===== src/pfgpio_defs.svh =====
// Offsets, field positions and reset values of the port F pin multiplexer
`ifndef PFGPIO_DEFS_SVH
`define PFGPIO_DEFS_SVH
// Register indexes, byte address is four times the index
`define PFGPIO_IDX_DIR     16'hfebe
`define PFGPIO_IDX_PIN     16'hff5e
`define PFGPIO_IDX_LAT     16'hff6e
`define PFGPIO_IDX_CTL     16'hff70
`define PFGPIO_ADDR_W      18
// Reset values
`define PFGPIO_DIR_RST_BUS 8'h80
`define PFGPIO_DIR_RST_SC  8'h00
`define PFGPIO_LAT_RST     8'h00
`define PFGPIO_CTL_RST     4'h0
// Control register field positions
`define PFGPIO_CTL_HOLD_SEL    0
`define PFGPIO_CTL_REQ_OUT_EN  1
`define PFGPIO_CTL_WAIT_EN     2
`define PFGPIO_CTL_REL_EN      3
// Single-chip modes
`define PFGPIO_MODE_SC_A   3'h3
`define PFGPIO_MODE_SC_B   3'h7
// AXI responses
`define PFGPIO_RESP_OKAY   2'h0
`define PFGPIO_RESP_SLVERR 2'h2
`endif


===== src/pfgpio_pkg.sv =====
// Types of the port F pin multiplexer
`default_nettype none
package pfgpio_pkg;
  typedef enum logic [2:0]
  {
    PFGPIO_SEL_NONE = 3'h0,
    PFGPIO_SEL_DIR  = 3'h1,
    PFGPIO_SEL_PIN  = 3'h2,
    PFGPIO_SEL_LAT  = 3'h3,
    PFGPIO_SEL_CTL  = 3'h4
  } pfgpio_sel_t;
  typedef struct packed {
    logic bus_release_enable;
    logic wait_pin_enable;
    logic bus_request_output_enable;
    logic standby_output_hold_select;
  } pfgpio_ctl_t;
  // Bus control strobes, all active low
  typedef struct packed {
    logic address_strobe_n;
    logic read_strobe_n;
    logic high_byte_write_strobe_n;
    logic low_byte_write_strobe_n;
    logic bus_request_output_n;
    logic bus_grant_ack_n;
  } pfgpio_bus_ctl_t;
endpackage
`default_nettype wire


===== src/pfgpio.sv =====
// Port F general I/O with bus control, clock output and interrupt pin functions
`include "pfgpio_defs.svh"
`default_nettype none
module pfgpio
(
  // Clock and reset
  input  wire logic                        aclk,
  input  wire logic                        aresetn,
  // AXI4-Lite write address and data
  input  wire logic [`PFGPIO_ADDR_W-1:0]   s_axi_awaddr,
  input  wire logic                        s_axi_awvalid,
  output logic                             s_axi_awready,
  input  wire logic [31:0]                 s_axi_wdata,
  input  wire logic [3:0]                  s_axi_wstrb,
  input  wire logic                        s_axi_wvalid,
  output logic                             s_axi_wready,
  // AXI4-Lite write response
  output logic [1:0]                       s_axi_bresp,
  output logic                             s_axi_bvalid,
  input  wire logic                        s_axi_bready,
  // AXI4-Lite read
  input  wire logic [`PFGPIO_ADDR_W-1:0]   s_axi_araddr,
  input  wire logic                        s_axi_arvalid,
  output logic                             s_axi_arready,
  output logic [31:0]                      s_axi_rdata,
  output logic [1:0]                       s_axi_rresp,
  output logic                             s_axi_rvalid,
  input  wire logic                        s_axi_rready,
  // System state
  input  wire logic [2:0]                  mode_pins,
  input  wire logic                        hw_standby_pin,
  input  wire logic                        manual_reset,
  input  wire logic                        sw_standby,
  // From bus controller and clock generator
  input  wire pfgpio_pkg::pfgpio_bus_ctl_t bus_ctl,
  input  wire logic                        system_clock_level,
  // To bus controller and interrupt logic
  output logic                             wait_n,
  output logic                             bus_request_input_n,
  output logic [3:0]                       external_interrupt_n,
  // Port F pins
  input  wire logic [7:0]                  pin_in,
  output logic [7:0]                       pin_out,
  output logic [7:0]                       pin_oe_n
);

  logic [2:0]              mode_meta_ff;
  logic [2:0]              mode_sync_ff;
  logic [2:0]              mode_ff;
  logic                    hws_meta_ff;
  logic                    hws_ff;
  logic [7:0]              pin_meta_ff;
  logic [7:0]              pin_sync_ff;
  logic [7:0]              dir_ff;
  logic [7:0]              lat_ff;
  logic [7:0]              pin_state_ff;
  pfgpio_pkg::pfgpio_ctl_t ctl_ff;
  logic [7:0]              nxt_pin_out;
  logic [7:0]              nxt_pin_oe_n;
  logic [7:0]              bus_fn;
  logic                    bus_mode;
  logic                    init;
  logic [`PFGPIO_ADDR_W-1:0] awaddr_ff;
  logic                    aw_held_ff;
  logic [7:0]              wdata_ff;
  logic                    wstrb0_ff;
  logic                    w_held_ff;
  logic                    wr_go;
  pfgpio_pkg::pfgpio_sel_t wr_sel;
  pfgpio_pkg::pfgpio_sel_t rd_sel;
  logic                    wr_en;
  logic [7:0]              rd_byte;
  logic [7:0]              pin_view;
  function automatic pfgpio_pkg::pfgpio_sel_t decode(input logic [`PFGPIO_ADDR_W-1:0] a);
    unique case (a[`PFGPIO_ADDR_W-1:2])
      `PFGPIO_IDX_DIR: decode = pfgpio_pkg::PFGPIO_SEL_DIR;
      `PFGPIO_IDX_PIN: decode = pfgpio_pkg::PFGPIO_SEL_PIN;
      `PFGPIO_IDX_LAT: decode = pfgpio_pkg::PFGPIO_SEL_LAT;
      `PFGPIO_IDX_CTL: decode = pfgpio_pkg::PFGPIO_SEL_CTL;
      default:         decode = pfgpio_pkg::PFGPIO_SEL_NONE;
    endcase
  endfunction
  function automatic logic is_bus_mode(input logic [2:0] m);
    is_bus_mode = (m != `PFGPIO_MODE_SC_A) && (m != `PFGPIO_MODE_SC_B);
  endfunction
  // Synchronisers for pins
  always_ff @(posedge aclk)
  begin
    mode_meta_ff <= mode_pins;
    mode_sync_ff <= mode_meta_ff;
    hws_meta_ff  <= hw_standby_pin;
    hws_ff       <= hws_meta_ff;
    pin_meta_ff  <= pin_in;
    pin_sync_ff  <= pin_meta_ff;
  end
  // Mode straps are caught while reset is held
  always_ff @(posedge aclk)
  begin
    if (!aresetn)
      mode_ff <= mode_sync_ff;
  end
  assign bus_mode = is_bus_mode(mode_ff);
  assign init     = !aresetn || hws_ff;
  // AXI write channel capture, address and data in either order
  assign s_axi_awready = !aw_held_ff && !s_axi_bvalid;
  assign s_axi_wready  = !w_held_ff && !s_axi_bvalid;
  assign wr_go         = aw_held_ff && w_held_ff && !s_axi_bvalid;
  assign wr_sel        = decode(awaddr_ff);
  assign wr_en         = wr_go && wstrb0_ff && !hws_ff;

  always_ff @(posedge aclk)
  begin
    if (!aresetn)
    begin
      aw_held_ff <= 1'b0;
      awaddr_ff  <= '0;
    end
    else if (s_axi_awvalid && s_axi_awready)
    begin
      aw_held_ff <= 1'b1;
      awaddr_ff  <= s_axi_awaddr;
    end
    else if (wr_go)
      aw_held_ff <= 1'b0;
  end

  always_ff @(posedge aclk)
  begin
    if (!aresetn)
    begin
      w_held_ff <= 1'b0;
      wdata_ff  <= 8'h00;
      wstrb0_ff <= 1'b0;
    end
    else if (s_axi_wvalid && s_axi_wready)
    begin
      w_held_ff <= 1'b1;
      wdata_ff  <= s_axi_wdata[7:0];
      wstrb0_ff <= s_axi_wstrb[0];
    end
    else if (wr_go)
      w_held_ff <= 1'b0;
  end
  // Write response; pin-state writes are accepted and dropped
  always_ff @(posedge aclk)
  begin
    if (!aresetn)
    begin
      s_axi_bvalid <= 1'b0;
      s_axi_bresp  <= `PFGPIO_RESP_OKAY;
    end
    else if (wr_go)
    begin
      s_axi_bvalid <= 1'b1;
      s_axi_bresp  <= (wr_sel == pfgpio_pkg::PFGPIO_SEL_NONE) ?
                      `PFGPIO_RESP_SLVERR : `PFGPIO_RESP_OKAY;
    end
    else if (s_axi_bready)
      s_axi_bvalid <= 1'b0;
  end
  // Manual reset and software standby leave it alone
  always_ff @(posedge aclk)
  begin
    if (init)
      dir_ff <= is_bus_mode(!aresetn ? mode_sync_ff : mode_ff) ?
                `PFGPIO_DIR_RST_BUS : `PFGPIO_DIR_RST_SC;
    else if (wr_en && wr_sel == pfgpio_pkg::PFGPIO_SEL_DIR)
      dir_ff <= wdata_ff;
  end
  always_ff @(posedge aclk)
  begin
    if (init)
      lat_ff <= `PFGPIO_LAT_RST;
    else if (wr_en && wr_sel == pfgpio_pkg::PFGPIO_SEL_LAT)
      lat_ff <= wdata_ff;
  end
  // Bus control enables; cleared with the port so pins start as plain I/O
  always_ff @(posedge aclk)
  begin
    if (init)
      ctl_ff <= `PFGPIO_CTL_RST;
    else if (wr_en && wr_sel == pfgpio_pkg::PFGPIO_SEL_CTL)
      ctl_ff <= wdata_ff[3:0];
  end
  // Latch bits for outputs, pin levels for inputs
  always_comb
  begin
    for (int i = 0; i < 8; i++)
      pin_view[i] = dir_ff[i] ? lat_ff[i] : pin_sync_ff[i];
  end
  // Frozen during manual reset and software standby
  always_ff @(posedge aclk)
  begin
    if (init || !(manual_reset || sw_standby))
      pin_state_ff <= init ? pin_sync_ff : pin_view;
  end
  // Direction reads give zero, never the contents
  always_comb
  begin
    unique case (rd_sel)
      pfgpio_pkg::PFGPIO_SEL_PIN: rd_byte = pin_state_ff;
      pfgpio_pkg::PFGPIO_SEL_LAT: rd_byte = lat_ff;
      pfgpio_pkg::PFGPIO_SEL_CTL: rd_byte = {4'h0, ctl_ff};
      default:                    rd_byte = 8'h00;
    endcase
  end
  // AXI read: one cycle from address to data
  assign s_axi_arready = !s_axi_rvalid;
  assign rd_sel        = decode(s_axi_araddr);

  always_ff @(posedge aclk)
  begin
    if (!aresetn)
    begin
      s_axi_rvalid <= 1'b0;
      s_axi_rdata  <= 32'h0000_0000;
      s_axi_rresp  <= `PFGPIO_RESP_OKAY;
    end
    else if (s_axi_arvalid && s_axi_arready)
    begin
      s_axi_rvalid <= 1'b1;
      s_axi_rdata  <= {24'h00_0000, rd_byte};
      s_axi_rresp  <= (rd_sel == pfgpio_pkg::PFGPIO_SEL_NONE) ?
                      `PFGPIO_RESP_SLVERR : `PFGPIO_RESP_OKAY;
    end
    else if (s_axi_rready)
      s_axi_rvalid <= 1'b0;
  end
  // Pin multiplexer
  always_comb
  begin
    bus_fn = 8'h00;
    // General I/O drives exactly when direction is 1
    for (int i = 0; i < 8; i++)
    begin
      nxt_pin_out[i]  = lat_ff[i];
      nxt_pin_oe_n[i] = !dir_ff[i];
    end
    nxt_pin_out[7] = system_clock_level;
    if (bus_mode)
    begin
      bus_fn[6:3]      = 4'hf;
      nxt_pin_out[6]   = bus_ctl.address_strobe_n;
      nxt_pin_out[5]   = bus_ctl.read_strobe_n;
      nxt_pin_out[4]   = bus_ctl.high_byte_write_strobe_n;
      nxt_pin_out[3]   = bus_ctl.low_byte_write_strobe_n;
      nxt_pin_oe_n[6:3] = 4'h0;
      // Bus request beats wait beats general I/O
      if (ctl_ff.bus_request_output_enable)
      begin
        bus_fn[2]       = 1'b1;
        nxt_pin_out[2]  = bus_ctl.bus_request_output_n;
        nxt_pin_oe_n[2] = 1'b0;
      end
      else if (ctl_ff.wait_pin_enable)
        nxt_pin_oe_n[2] = 1'b1;
      // Bus grant acknowledge on pin 1
      if (ctl_ff.bus_release_enable)
      begin
        bus_fn[1]       = 1'b1;
        nxt_pin_out[1]  = bus_ctl.bus_grant_ack_n;
        nxt_pin_oe_n[1] = 1'b0;
        nxt_pin_oe_n[0] = 1'b1;
      end
    end
    // Standby holds or floats bus control outputs
    if (sw_standby)
    begin
      for (int i = 0; i < 8; i++)
      begin
        if (bus_fn[i])
        begin
          nxt_pin_out[i]  = pin_out[i];
          nxt_pin_oe_n[i] = !ctl_ff.standby_output_hold_select;
        end
      end
    end
  end
  // Registered pin drive, all floating in init
  always_ff @(posedge aclk)
  begin
    if (!aresetn)
    begin
      pin_out  <= 8'h00;
      pin_oe_n <= 8'hff;
    end
    else
    begin
      pin_out  <= nxt_pin_out;
      pin_oe_n <= hws_ff ? 8'hff : nxt_pin_oe_n;
    end
  end
  // Inputs towards bus controller and interrupt logic
  always_ff @(posedge aclk)
  begin
    if (!aresetn)
    begin
      wait_n               <= 1'b1;
      bus_request_input_n  <= 1'b1;
      external_interrupt_n <= 4'hf;
    end
    else
    begin
      wait_n               <= !(bus_mode && ctl_ff.wait_pin_enable &&
                                !ctl_ff.bus_request_output_enable) || pin_sync_ff[2];
      bus_request_input_n  <= !(bus_mode && ctl_ff.bus_release_enable) || pin_sync_ff[0];
      external_interrupt_n <= pin_sync_ff[3:0];
    end
  end

endmodule
`default_nettype wire


===== config.mk =====
export PLATFORM = sky130hd
export DESIGN_NAME = pfgpio
export DESIGN_NICKNAME = d
export VERILOG_FILES = /design/src/pfgpio_pkg.sv /design/src/pfgpio.sv
export VERILOG_INCLUDE_DIRS = /design/src
export SDC_FILE = /design/constraint.sdc
export NUM_CORES = 1
export LEC_CHECK = 0
export BUFFER_PORTS_ARGS = -buffer_cell sky130_fd_sc_hd__buf_2
export CAP_MARGIN = 20
export CORE_MARGIN = 1.5
export CORE_UTILIZATION = 53
export CTS_CLUSTER_DIAMETER = 200
export DETAILED_ROUTE_END_ITERATION = 6
export PLACE_DENSITY = 0.91
export SETUP_SLACK_MARGIN = 0.1
export SLEW_MARGIN = 30
export SYNTH_ARGS = -nofsm -noshare
export SYNTH_HDL_FRONTEND = slang
export SYNTH_SLANG_ARGS = --single-unit
export TNS_END_PERCENT = 10

===== constraint.sdc =====
create_clock -name aclk -period 4.6 [get_ports aclk]
set_input_delay 0.23 -clock aclk [delete_from_list [all_inputs] [get_ports aclk]]
set_output_delay 0.23 -clock aclk [all_outputs]
set_load 0.05 [all_outputs]

### Word-level counts from Yosys, hierarchy flattened

Index checks and enable logic that the tools add are counted.

| operators by class | value |
|---|---|
| equal/unequal tests | 24 |
| muxes and demuxes | 49 |
| bitwise logic cells | 1 |
| reductions and logical operators | 49 |

Operators by type and width:

| cell | number |
|---|---|
| $eq 16x16->1 const B | 8 |
| $mux 1 | 33 |
| $mux 8 | 4 |
| $mux 6 | 4 |
| $pmux 3 s4 | 2 |
| $pmux 8 s3 | 1 |
| $logic_not 1->1 | 19 |
| $logic_and 1x1->1 | 17 |
| $ne 2x2->1 const B | 6 |
| $reduce_bool 2->1 | 5 |
| $eq 3x2->1 const B | 3 |
| $mux 7 | 1 |
| $eq 3x3->1 const B | 2 |
| $logic_not 3->1 | 2 |
| $mux 2 | 3 |
| $ne 3x2->1 const B | 2 |
| $ne 3x3->1 const B | 2 |
| $logic_or 1x1->1 | 5 |
| $eq 3x1->1 const B | 1 |
| $mux 3 | 1 |
| $reduce_or 2->1 | 1 |
| $not 1->1 | 1 |

| storage, ports and cells | value |
|---|---|
| flip-flop bits (word level) | 120 |
| logic and storage cells | 158 |

### Depth between registers and ports, before layout

Gate-level depths: netlist of run 1.

| logic depth | value |
|---|---|
| depth in word-level cells | 7 |
| depth in mapped cells | 6 |

### Worst setup path before layout of run 1

No wires, ideal clock.

| path | value |
|---|---|
| path type | reg-to-reg |
| start | register s_axi_bvalid |
| end | register awaddr_ff[2] |
| setup time | 70 ps |
| arrival | 2073 ps |
| data required time | 4530 ps |
| setup slack | 2456 ps |
| stages on the path, launching flop included | 7 |
| path buffers | 2 |
| period minus slack after synthesis | 2144 ps |
| path through | dfxtp_1 > nor2_1 > and2_1 > clkbuf_1 > buf_2 > nand2_1 > a21oi_1 |

| between the ends | value |
|---|---|
| longest elaborated chain between the ends | 3 |

Ends and longest elaborated chain:

| item | line | text |
|---|---|---|
| start: declaration | pfgpio.sv:19 | `output logic s_axi_bvalid,` |
| start signal: assignment | pfgpio.sv:149 | `s_axi_bvalid <= 1'b0;` |
| start signal: assignment | pfgpio.sv:154 | `s_axi_bvalid <= 1'b1;` |
| start signal: assignment | pfgpio.sv:159 | `s_axi_bvalid <= 1'b0;` |
| $logic_not 1->1 | pfgpio.sv:105 | `assign s_axi_awready = !aw_held_ff && !s_axi_bvalid;` |
| $logic_and 1x1->1 | pfgpio.sv:105 |  |
| net s_axi_awready | pfgpio.sv:12 | `output logic s_axi_awready,` |
| $logic_and 1x1->1 | pfgpio.sv:118 | `else if (s_axi_awvalid && s_axi_awready)` |
| end signal: assignment | pfgpio.sv:121 | `awaddr_ff <= s_axi_awaddr;` |
| end: declaration | pfgpio.sv:63 | `` logic [`PFGPIO_ADDR_W-1:0] awaddr_ff; `` |

The timed path passes the listed nets, and every way through them passes these cells.
A chain may end at the register's enable or synchronous reset.

### Worst setup path after layout of run 1

| path | value |
|---|---|
| start | register awaddr_ff[6] |
| end | register dir_ff[4] (enable) |

| between the ends | value |
|---|---|
| longest elaborated chain between the ends | 5 |
| elaborated cells on any way between the ends | 8 |
| those cells by class | eq/ne (5); mux (1); reduce/logical (2) |

Ends and longest elaborated chain:

| item | line | text |
|---|---|---|
| $eq 16x16->1 | pfgpio.sv:75 | `` unique case (a[`PFGPIO_ADDR_W-1:2]) `` |
| $pmux 3 s4 * | pfgpio.sv:75 |  |
| $eq 3x1->1 * | pfgpio.sv:167 | `else if (wr_en && wr_sel == pfgpio_pkg::PFGPIO_SEL_DIR)` |
| $logic_and 1x1->1 * | pfgpio.sv:167 |  |
| $reduce_bool 2->1 (no line) * | -- |  |
| end signal: assignment | pfgpio.sv:165 | `dir_ff <= is_bus_mode(!aresetn ? mode_sync_ff : mode_ff) ?` |
| end signal: assignment | pfgpio.sv:168 | `dir_ff <= wdata_ff;` |
| end: declaration | pfgpio.sv:54 | `logic [7:0] dir_ff;` |

Mark *: on every way between the ends. The rest lies on a longest branch, timed or not.

==> results of run 1 <==
==> cells by family after synthesis <==
kind of cell              Yosys count  share of synthesized area (%)
buffers and inverters              54                           7.10
other                               1                         0.0855
DFF                               113                           55.2
AOI/OAI and AO/OA                  78                           11.1
and+or+nand+nor                   172                           19.7
xor gates and xnor gates            1                          0.200
muxes                              28                           6.67
==> layout by cell type (no fill, tap or decap), types with 3 or more instances in the layout <==
master,instances
mux2_2,10
nand2_1,78
clkinv_2,3
a21o_1,4
and2_1,5
buf_2,104
nand4_1,6
nand3b_1,3
nor2b_1,6
conb_1,26
nor4_1,3
nor2_1,14
inv_1,11
nand2b_1,11
nand3_1,22
a21oi_1,33
clkbuf_16,18
o21ai_1,4
clkbuf_8,4
o21ai_0,13
mux2i_1,18
dfxtp_1,97
edfxtp_1,16
a211oi_1,6
nor3_1,6
bufinv_16,3
dlygate4sd3_1,40
o221a_2,4
o21ai_2,8
==> area by class of cell <==
class / instances / area share, %
Inverter: 12 / 0.762
Clock buffer: 24 / 8.68
Multi-Input combinational cell: 305 / 29.6
Clock inverter: 8 / 2.03
Sequential cell: 113 / 41.0
Timing Repair Buffer: 146 / 15.8
Tap cell: 102 / 2.16
==> power by group through the flow <==
stage                     logic (mW)  registers, mW  clock network (mW)
after CTS                      0.269           1.08                1.37
after floorplan                0.157           1.13                   0
after global placement         0.236           1.10                   0
after detailed placement       0.242           1.10                   0
after global routing           0.294           1.09                1.42
final                          0.273           1.08                1.36
==> registers in the layout, summed over array words and instances, names as in the netlist, 2 cells and up <==
name and count:
pin_sync_ff 8, dir_ff 8, wdata_ff 8, pin_oe_n 8, pin_out 8, mode_meta_ff 2, external_interrupt_n 4, pin_state_ff 8
lat_ff 8, pin_meta_ff 8, mode_ff 2, s_axi_rdata 8, mode_sync_ff 2, ctl_ff 4, awaddr_ff 16
==> worst max-delay path by stage <==
stage	start	end	slack (ns)	cells after the start
2_1_floorplan	s_axi_bvalid$_SDFFE_PN0P_	awaddr_ff[2]$_SDFFE_PN0P_	2.46	6
3_3_place_gp	aresetn	dir_ff[7]$_DFFE_PP_	1.90	4
3_5_place_dp	aresetn	pin_state_ff[0]$_DFFE_PP_	1.87	4
4_1_cts	awaddr_ff[6]$_SDFFE_PN0P_	dir_ff[5]$_SDFFCE_PP0P_	2.35	4
5_1_grt	awaddr_ff[6]$_SDFFE_PN0P_	dir_ff[4]$_SDFFCE_PP0P_	2.30	4
6_report	awaddr_ff[6]$_SDFFE_PN0P_	dir_ff[4]$_SDFFCE_PP0P_	2.40	4
==> cells in the mapped netlist (2+ instances only) <==
cell,count
dfxtp_1,97
nand2_1,78
a21oi_1,33
buf_4,26
nand3_1,22
mux2i_1,18
edfxtp_1,16
nor2_1,15
o21ai_0,15
inv_1,11
nand2b_1,11
mux2_2,10
clkbuf_1,9
o21ai_2,8
a211oi_1,6
nand4_1,6
nor2b_1,6
nor3_1,6
and2_1,5
a21o_1,4
o221a_2,4
buf_1,3
buf_2,3
nand3b_1,3
nor4_1,3
nand3_2,2
nand4b_1,2
nor3b_1,2
o21ai_1,2
or4bb_1,2
==> layer usage <==
layer	wire length, µm	vias up
li1	-	1794
met1	4120	1691
met2	5150	177
met3	721	19
met4	199	0
met5	0	-
==> worst max-delay path: cells and delay by family, from the launching register on <==
kind,cells,cell delay (ns)
simple gates,2,0.60
flops,1,0.35
compound gates,2,0.86
==> through the flow <==
stage               setup WS [ns]  power, mW  cells
finish                       2.40       2.71    710
global route                 2.30       2.80    710
CTS                          2.35       2.72    709
detailed placement           1.87       1.34    638
global placement             1.90       1.33    638
floorplan                    2.46       1.29    472
==> repair_timing <==
action	4_1_cts	5_1_grt
hold buffers	39	1
resized for setup	0	0
hold endpoints to repair	38	1
==> impl_metrics.env, run 1 <==
export IMPL_status="complete, no violations"
export IMPL_use_met1_pct=27.0
export IMPL_required_ns=4.73
export IMPL_p_per_area_nw_per_um2=458
export IMPL_viasPerCell=5.18
export IMPL_core_area_um2=7890
export IMPL_tns_ns=0
export IMPL_slowest_delay_ns=0.63
export IMPL_synth_area_leader_cell="dfxtp_1"
export IMPL_antenna_cells=0
export IMPL_design_area_um2=5910
export IMPL_tightest_slew_ns=0.800
export IMPL_clkSinkCount=113
export IMPL_synth_ff_type="dfxtp_1"
export IMPL_drt_iter0_markers=211
export IMPL_ys_ff_latch=113
export IMPL_max_freq_ghz=0.454
export IMPL_worstPathCellList="or4bb_1 > a21oi_2 > nand2_1 > o21ai_1"
export IMPL_synth_avg_cell_area_um2=9.81
export IMPL_slew_headroom_pct=46.3
export IMPL_syn_to_final_growth_pct=34.8
export IMPL_critical_path_class="reg2reg"
export IMPL_reg2reg_to="dir_ff[4]$_SDFFCE_PP0P_"
export IMPL_hp_class="in2reg"
export IMPL_synth_top_area_share_pct=44.3
export IMPL_port_buffers=104
export IMPL_worstRegToRegCells=4
export IMPL_grt_setup_unrepaired="false"
export IMPL_seqPwrFrac_pct=39.9
export IMPL_busiest_layer="met2"
export IMPL_cp_max_fo=8
export IMPL_endpoint_kind="register"
export IMPL_start_util_pct=55.6
export IMPL_vdd_drop_max_mv=0.332
export IMPL_grt_met3_usage_pct=7.44
export IMPL_die_w_um=94.0
export IMPL_whs_path_depth=3
export IMPL_antenna_found_initial=0
export IMPL_min_period_ns=2.20
export IMPL_synth_distinct_cells=49
export IMPL_comb_power_share_pct=10.1
export IMPL_synth_area_um2=4390
export IMPL_grt_usage_pct=24.3
export IMPL_clock_latency_ns=0.50
export IMPL_cts_root_buf="clkbuf_8"
export IMPL_postLayoutCoreUtil_pct=75.0
export IMPL_min_from="bus_ctl[2]"
export IMPL_power_share_clock_pct=50.0
export IMPL_internal_power_mw=2.07
export IMPL_gr_total_overflow=0
export IMPL_clk_path_buf_depth=2
export IMPL_hold_end="pin_out[3]$_SDFFE_PN0P_"
export IMPL_drt_pass1_iterations=5
export IMPL_die_y_um=94.0
export IMPL_vias=3681
export IMPL_num_io_pins=163
export IMPL_finalClockSkew_ns=0.00702
export IMPL_gp_congestion=0.856
export IMPL_synth_area_top_cells="dfxtp_1 (44%), edfxtp_1 (11%), nand2_1 (6.7%)"
export IMPL_clk_pin_slew_worst_paths_ns=0.06
export IMPL_hpwlAfterDp_um=6670
export IMPL_min_period_over_period_pct=47.9
export IMPL_critPathLaunchType="register"
export IMPL_first_global_vias=3551
export IMPL_synth_seq_area_share_pct=55.2
export IMPL_grt_pass1_wl_um=16100
export IMPL_ff_latch_area_um2=2420
export IMPL_whs_ns=0.0851
export IMPL_power_leakage_nw=2.66
export IMPL_hold_viol_final=0
export IMPL_synthArstFlopShare_pct=0
export IMPL_synth_edf_count=16
export IMPL_grt_max_degree=38
export IMPL_multiInputGateArea_um2=1750
export IMPL_crit_slowest_cell="o21ai_1"
export IMPL_synthCells=447
export IMPL_nFillCells=534
export IMPL_dieArea_um2=8830
export IMPL_numCtsBuffers=17
export IMPL_final_nets=695
export IMPL_rows=32
export IMPL_wl_um=10200
export IMPL_power_switching_uw=636
export IMPL_cts_tree="done"
export IMPL_rrSetupSlack_ns=2.40
export IMPL_slew_viol_final=0
export IMPL_drive_gt1_share_pct=27.6
export IMPL_cts_setup_buffers=0
export IMPL_ant_nets=0
export IMPL_htree_levels=4
export IMPL_sw_frac_of_total_pct=23.5
export IMPL_detail_route_wl_per_cell_um=14.4
export IMPL_max_cap_violations=0
export IMPL_yosys_warnings=0
export IMPL_critPathArrivalTime_ns=2.33
export IMPL_use_met2_pct=42.3
export IMPL_postPlaceCellArea_um2=4880
export IMPL_drc=0
export IMPL_reg2reg_from="awaddr_ff[6]$_SDFFE_PN0P_"
export IMPL_finalSetupViolCount=0
Note: power is estimated with default switching activity, not from simulation.
==> run 2, diff against run 1 <==
Settings changed: ABC_AREA set to 1, CORE_UTILIZATION 53 to 49, PLACE_DENSITY 0.91 to 0.85.
Clock period 4.6 ns to 2.3 ns, I/O delays scaled along.
==> run 2 against run 1 <==
Net effect:
- combinational power is 110% higher
- maximum frequency is 15% higher
- highest routed layer unchanged
- largest cell class unchanged
- critical endpoint is now wdata_ff[7]$_SDFFE_PN0P_
- sequential power is 100% higher
- utilization is 5.9 points lower
- final cell count is 13% higher
- sequential share of layout area is 0.77 points lower
==> impl_metrics.env, run 2 <==
export IMPL_status="complete, no violations"
export IMPL_yosys_warnings=0
export IMPL_power_switching_mw=1.40
export IMPL_synth_ff_type="dfxtp_1"
export IMPL_comb_power_share_pct=10.9
export IMPL_synth_area_leader_cell="dfxtp_1"
export IMPL_finalSetupViolCount=0
export IMPL_critPathLaunchType="register"
export IMPL_sw_frac_of_total_pct=26.3
export IMPL_grt_pass1_wl_um=17500
export IMPL_synth_area_top_cells="dfxtp_1 (44%), edfxtp_1 (11%), nand2_1 (8.3%)"
export IMPL_clk_pin_slew_worst_paths_ns=0.06
export IMPL_cts_tree="done"
export IMPL_slew_viol_final=0
export IMPL_port_buffers=104
export IMPL_drt_pass1_iterations=5
export IMPL_hpwlAfterDp_um=6640
export IMPL_p_per_area_nw_per_um2=882
export IMPL_finalClockSkew_ns=0.00658
export IMPL_tns_ns=0
export IMPL_seqPwrFrac_pct=40.9
export IMPL_synthArstFlopShare_pct=0
export IMPL_gr_total_overflow=0
export IMPL_ant_nets=0
export IMPL_cp_max_fo=18
export IMPL_critical_path_class="reg2reg"
export IMPL_first_global_vias=3921
export IMPL_htree_levels=4
export IMPL_detail_route_wl_per_cell_um=13.2
export IMPL_p_total_mw=5.32
export IMPL_grt_setup_unrepaired="false"
export IMPL_start_util_pct=50.5
export IMPL_final_nets=784
export IMPL_drc=0
export IMPL_vdd_drop_max_mv=0.564
export IMPL_max_cap_violations=0
export IMPL_synthCells=523
export IMPL_antenna_found_initial=0
export IMPL_final_common_cell="buf_2"
export IMPL_power_leakage_nw=2.74
export IMPL_min_period_ns=1.91
export IMPL_grt_max_degree=43
export IMPL_rows=34
export IMPL_endpoint_kind="register"
export IMPL_dieArea_um2=9570
export IMPL_internal_power_mw=3.92
export IMPL_critPathArrivalTime_ns=2.31
export IMPL_tightest_slew_ns=0.506
export IMPL_synth_compound_area_share_pct=12.1
export IMPL_slew_headroom_pct=66.2
export IMPL_die_y_um=97.8
export IMPL_hp_class="in2reg"
export IMPL_synth_common_cells="dfxtp_1 (97), nand2_1 (97), nor2_1 (60), a21oi_1 (51), inv_1 (47)"
export IMPL_grt_usage_pct=23.0
export IMPL_regMostFlops="awaddr_ff"
export IMPL_min_period_over_period_pct=83.0
export IMPL_clkSinkCount=113
export IMPL_synth_distinct_cells=33
export IMPL_clk_path_buf_depth=2
export IMPL_cts_root_buf="clkbuf_8"
export IMPL_max_freq_ghz=0.524
export IMPL_viasPerCell=4.99
export IMPL_num_io_pins=163
export IMPL_antenna_cells=0
export IMPL_numCtsBuffers=17
export IMPL_wl_um=10700
export IMPL_synth_top_area_share_pct=44.1
export IMPL_synthMuxAreaShare_pct=1.11
export IMPL_largest_reg_flops=16
export IMPL_drive_gt1_share_pct=23.2
export IMPL_required_ns=2.70
export IMPL_hold_viol_final=0
export IMPL_synth_avg_cell_area_um2=8.43
export IMPL_ys_ff_latch=113
export IMPL_synth_area_um2=4410
export IMPL_synth_edf_count=16
export IMPL_clock_latency_ns=0.51
export IMPL_power_share_clock_pct=48.1
export IMPL_synthXorXnorAreaFrac_pct=0
export IMPL_die_w_um=97.8
export IMPL_synth_fa_ha_area_share_pct=0
export IMPL_synth_top_family_by_area="simple AND/OR/NAND/NOR gates"
export IMPL_synth_seq_area_share_pct=55.0
export IMPL_syn_to_final_growth_pct=36.7
export IMPL_core_area_um2=8720
export IMPL_layout_common_cells="buf_2 (104), dfxtp_1 (97), nand2_1 (96)"
export IMPL_drt_iter0_markers=172
export IMPL_gp_congestion=0.806
export IMPL_synth_simple_area_share_pct=21.2
export IMPL_vias=4016
-- run 2: metrics by stage --
| stage | area [µm²] | hold WS [ns] | utilization (%) | setup slack, ns | instances |
|---|---|---|---|---|---|
| 4_1_cts | 6020 | 0.0338 | 69.1 | 0.194 | 805 |
| 6_report | 6030 | 0.0509 | 69.1 | 0.390 | 805 |
| 3_5_place_dp | 4910 | 0.219 | 56.3 | 0.637 | 721 |
| 2_1_floorplan | 4500 | 0.143 | - | 0.192 | 548 |
| 5_1_grt | 6030 | 0.0376 | 69.1 | 0.211 | 805 |
| 3_3_place_gp | 4910 | 0.218 | 56.3 | 0.707 | 721 |
-- run 2: final timing paths --
path,start,end,slack (ns),depth (start not counted)
min reg2reg,pin_meta_ff[6]$_DFF_P_,pin_sync_ff[6]$_DFF_P_,0.32,0
max,s_axi_bvalid$_SDFFE_PN0P_,wdata_ff[7]$_SDFFE_PN0P_,0.39,5
min,manual_reset,pin_state_ff[2]$_DFFE_PP_,0.05,2
max reg2reg,s_axi_bvalid$_SDFFE_PN0P_,wdata_ff[7]$_SDFFE_PN0P_,0.39,5
-- run 2: area by class of cell --
class                      instances  area (µm²)
clock buffer                      19         442
clock inverter                    13         146
fill                             633        2690
inverter                          50         193
multi-input combinational        342        1620
sequential                       113        2420
tap                              108         135
timing repair buffer             160        1070
-- run 2: critical path, stage by stage (launching register included) --
cell	delay, ns
dfxtp_1	0.34
nor2_1	0.19
nand2_1	0.34
o21ai_0	0.29
nor2_1	0.06
dlygate4sd3_1	0.56
-- run 2: power by group through the flow --
stage               logic [mW]  clock network [mW]  registers [mW]
global route             0.630                2.67            2.19
finish                   0.581                2.56            2.18
global placement         0.488                   0            2.21
floorplan                0.332                   0            2.28
CTS                      0.574                2.58            2.18
detailed placement       0.499                   0            2.22
-- run 2: what timing repair did --
| item | in CTS | in global routing |
|---|---|---|
| endpoints found under the setup margin | 0 | 1 |
| hold endpoints to repair | 51 | 0 |
| buffers inserted | 0 | 0 |
| hold buffers | 52 | 0 |
| resized for setup | 0 | 2 |
-- run 2: logic make-up after synthesis --
group | after synthesis
and+or+nand+nor | 210
DFF | 113
AOI/OAI and AO/OA | 102
buffers and inverters | 93
muxes | 4
other | 1
-- run 2: layer usage --
layer	part of all wire (%)	GRT usage (%)	vias to the layer above
li1	-	-	1978
met3	6.7	6.51	25
met2	52	41.8	176
met5	0	0	-
met4	1.9	9.89	0
met1	39	25.0	1837
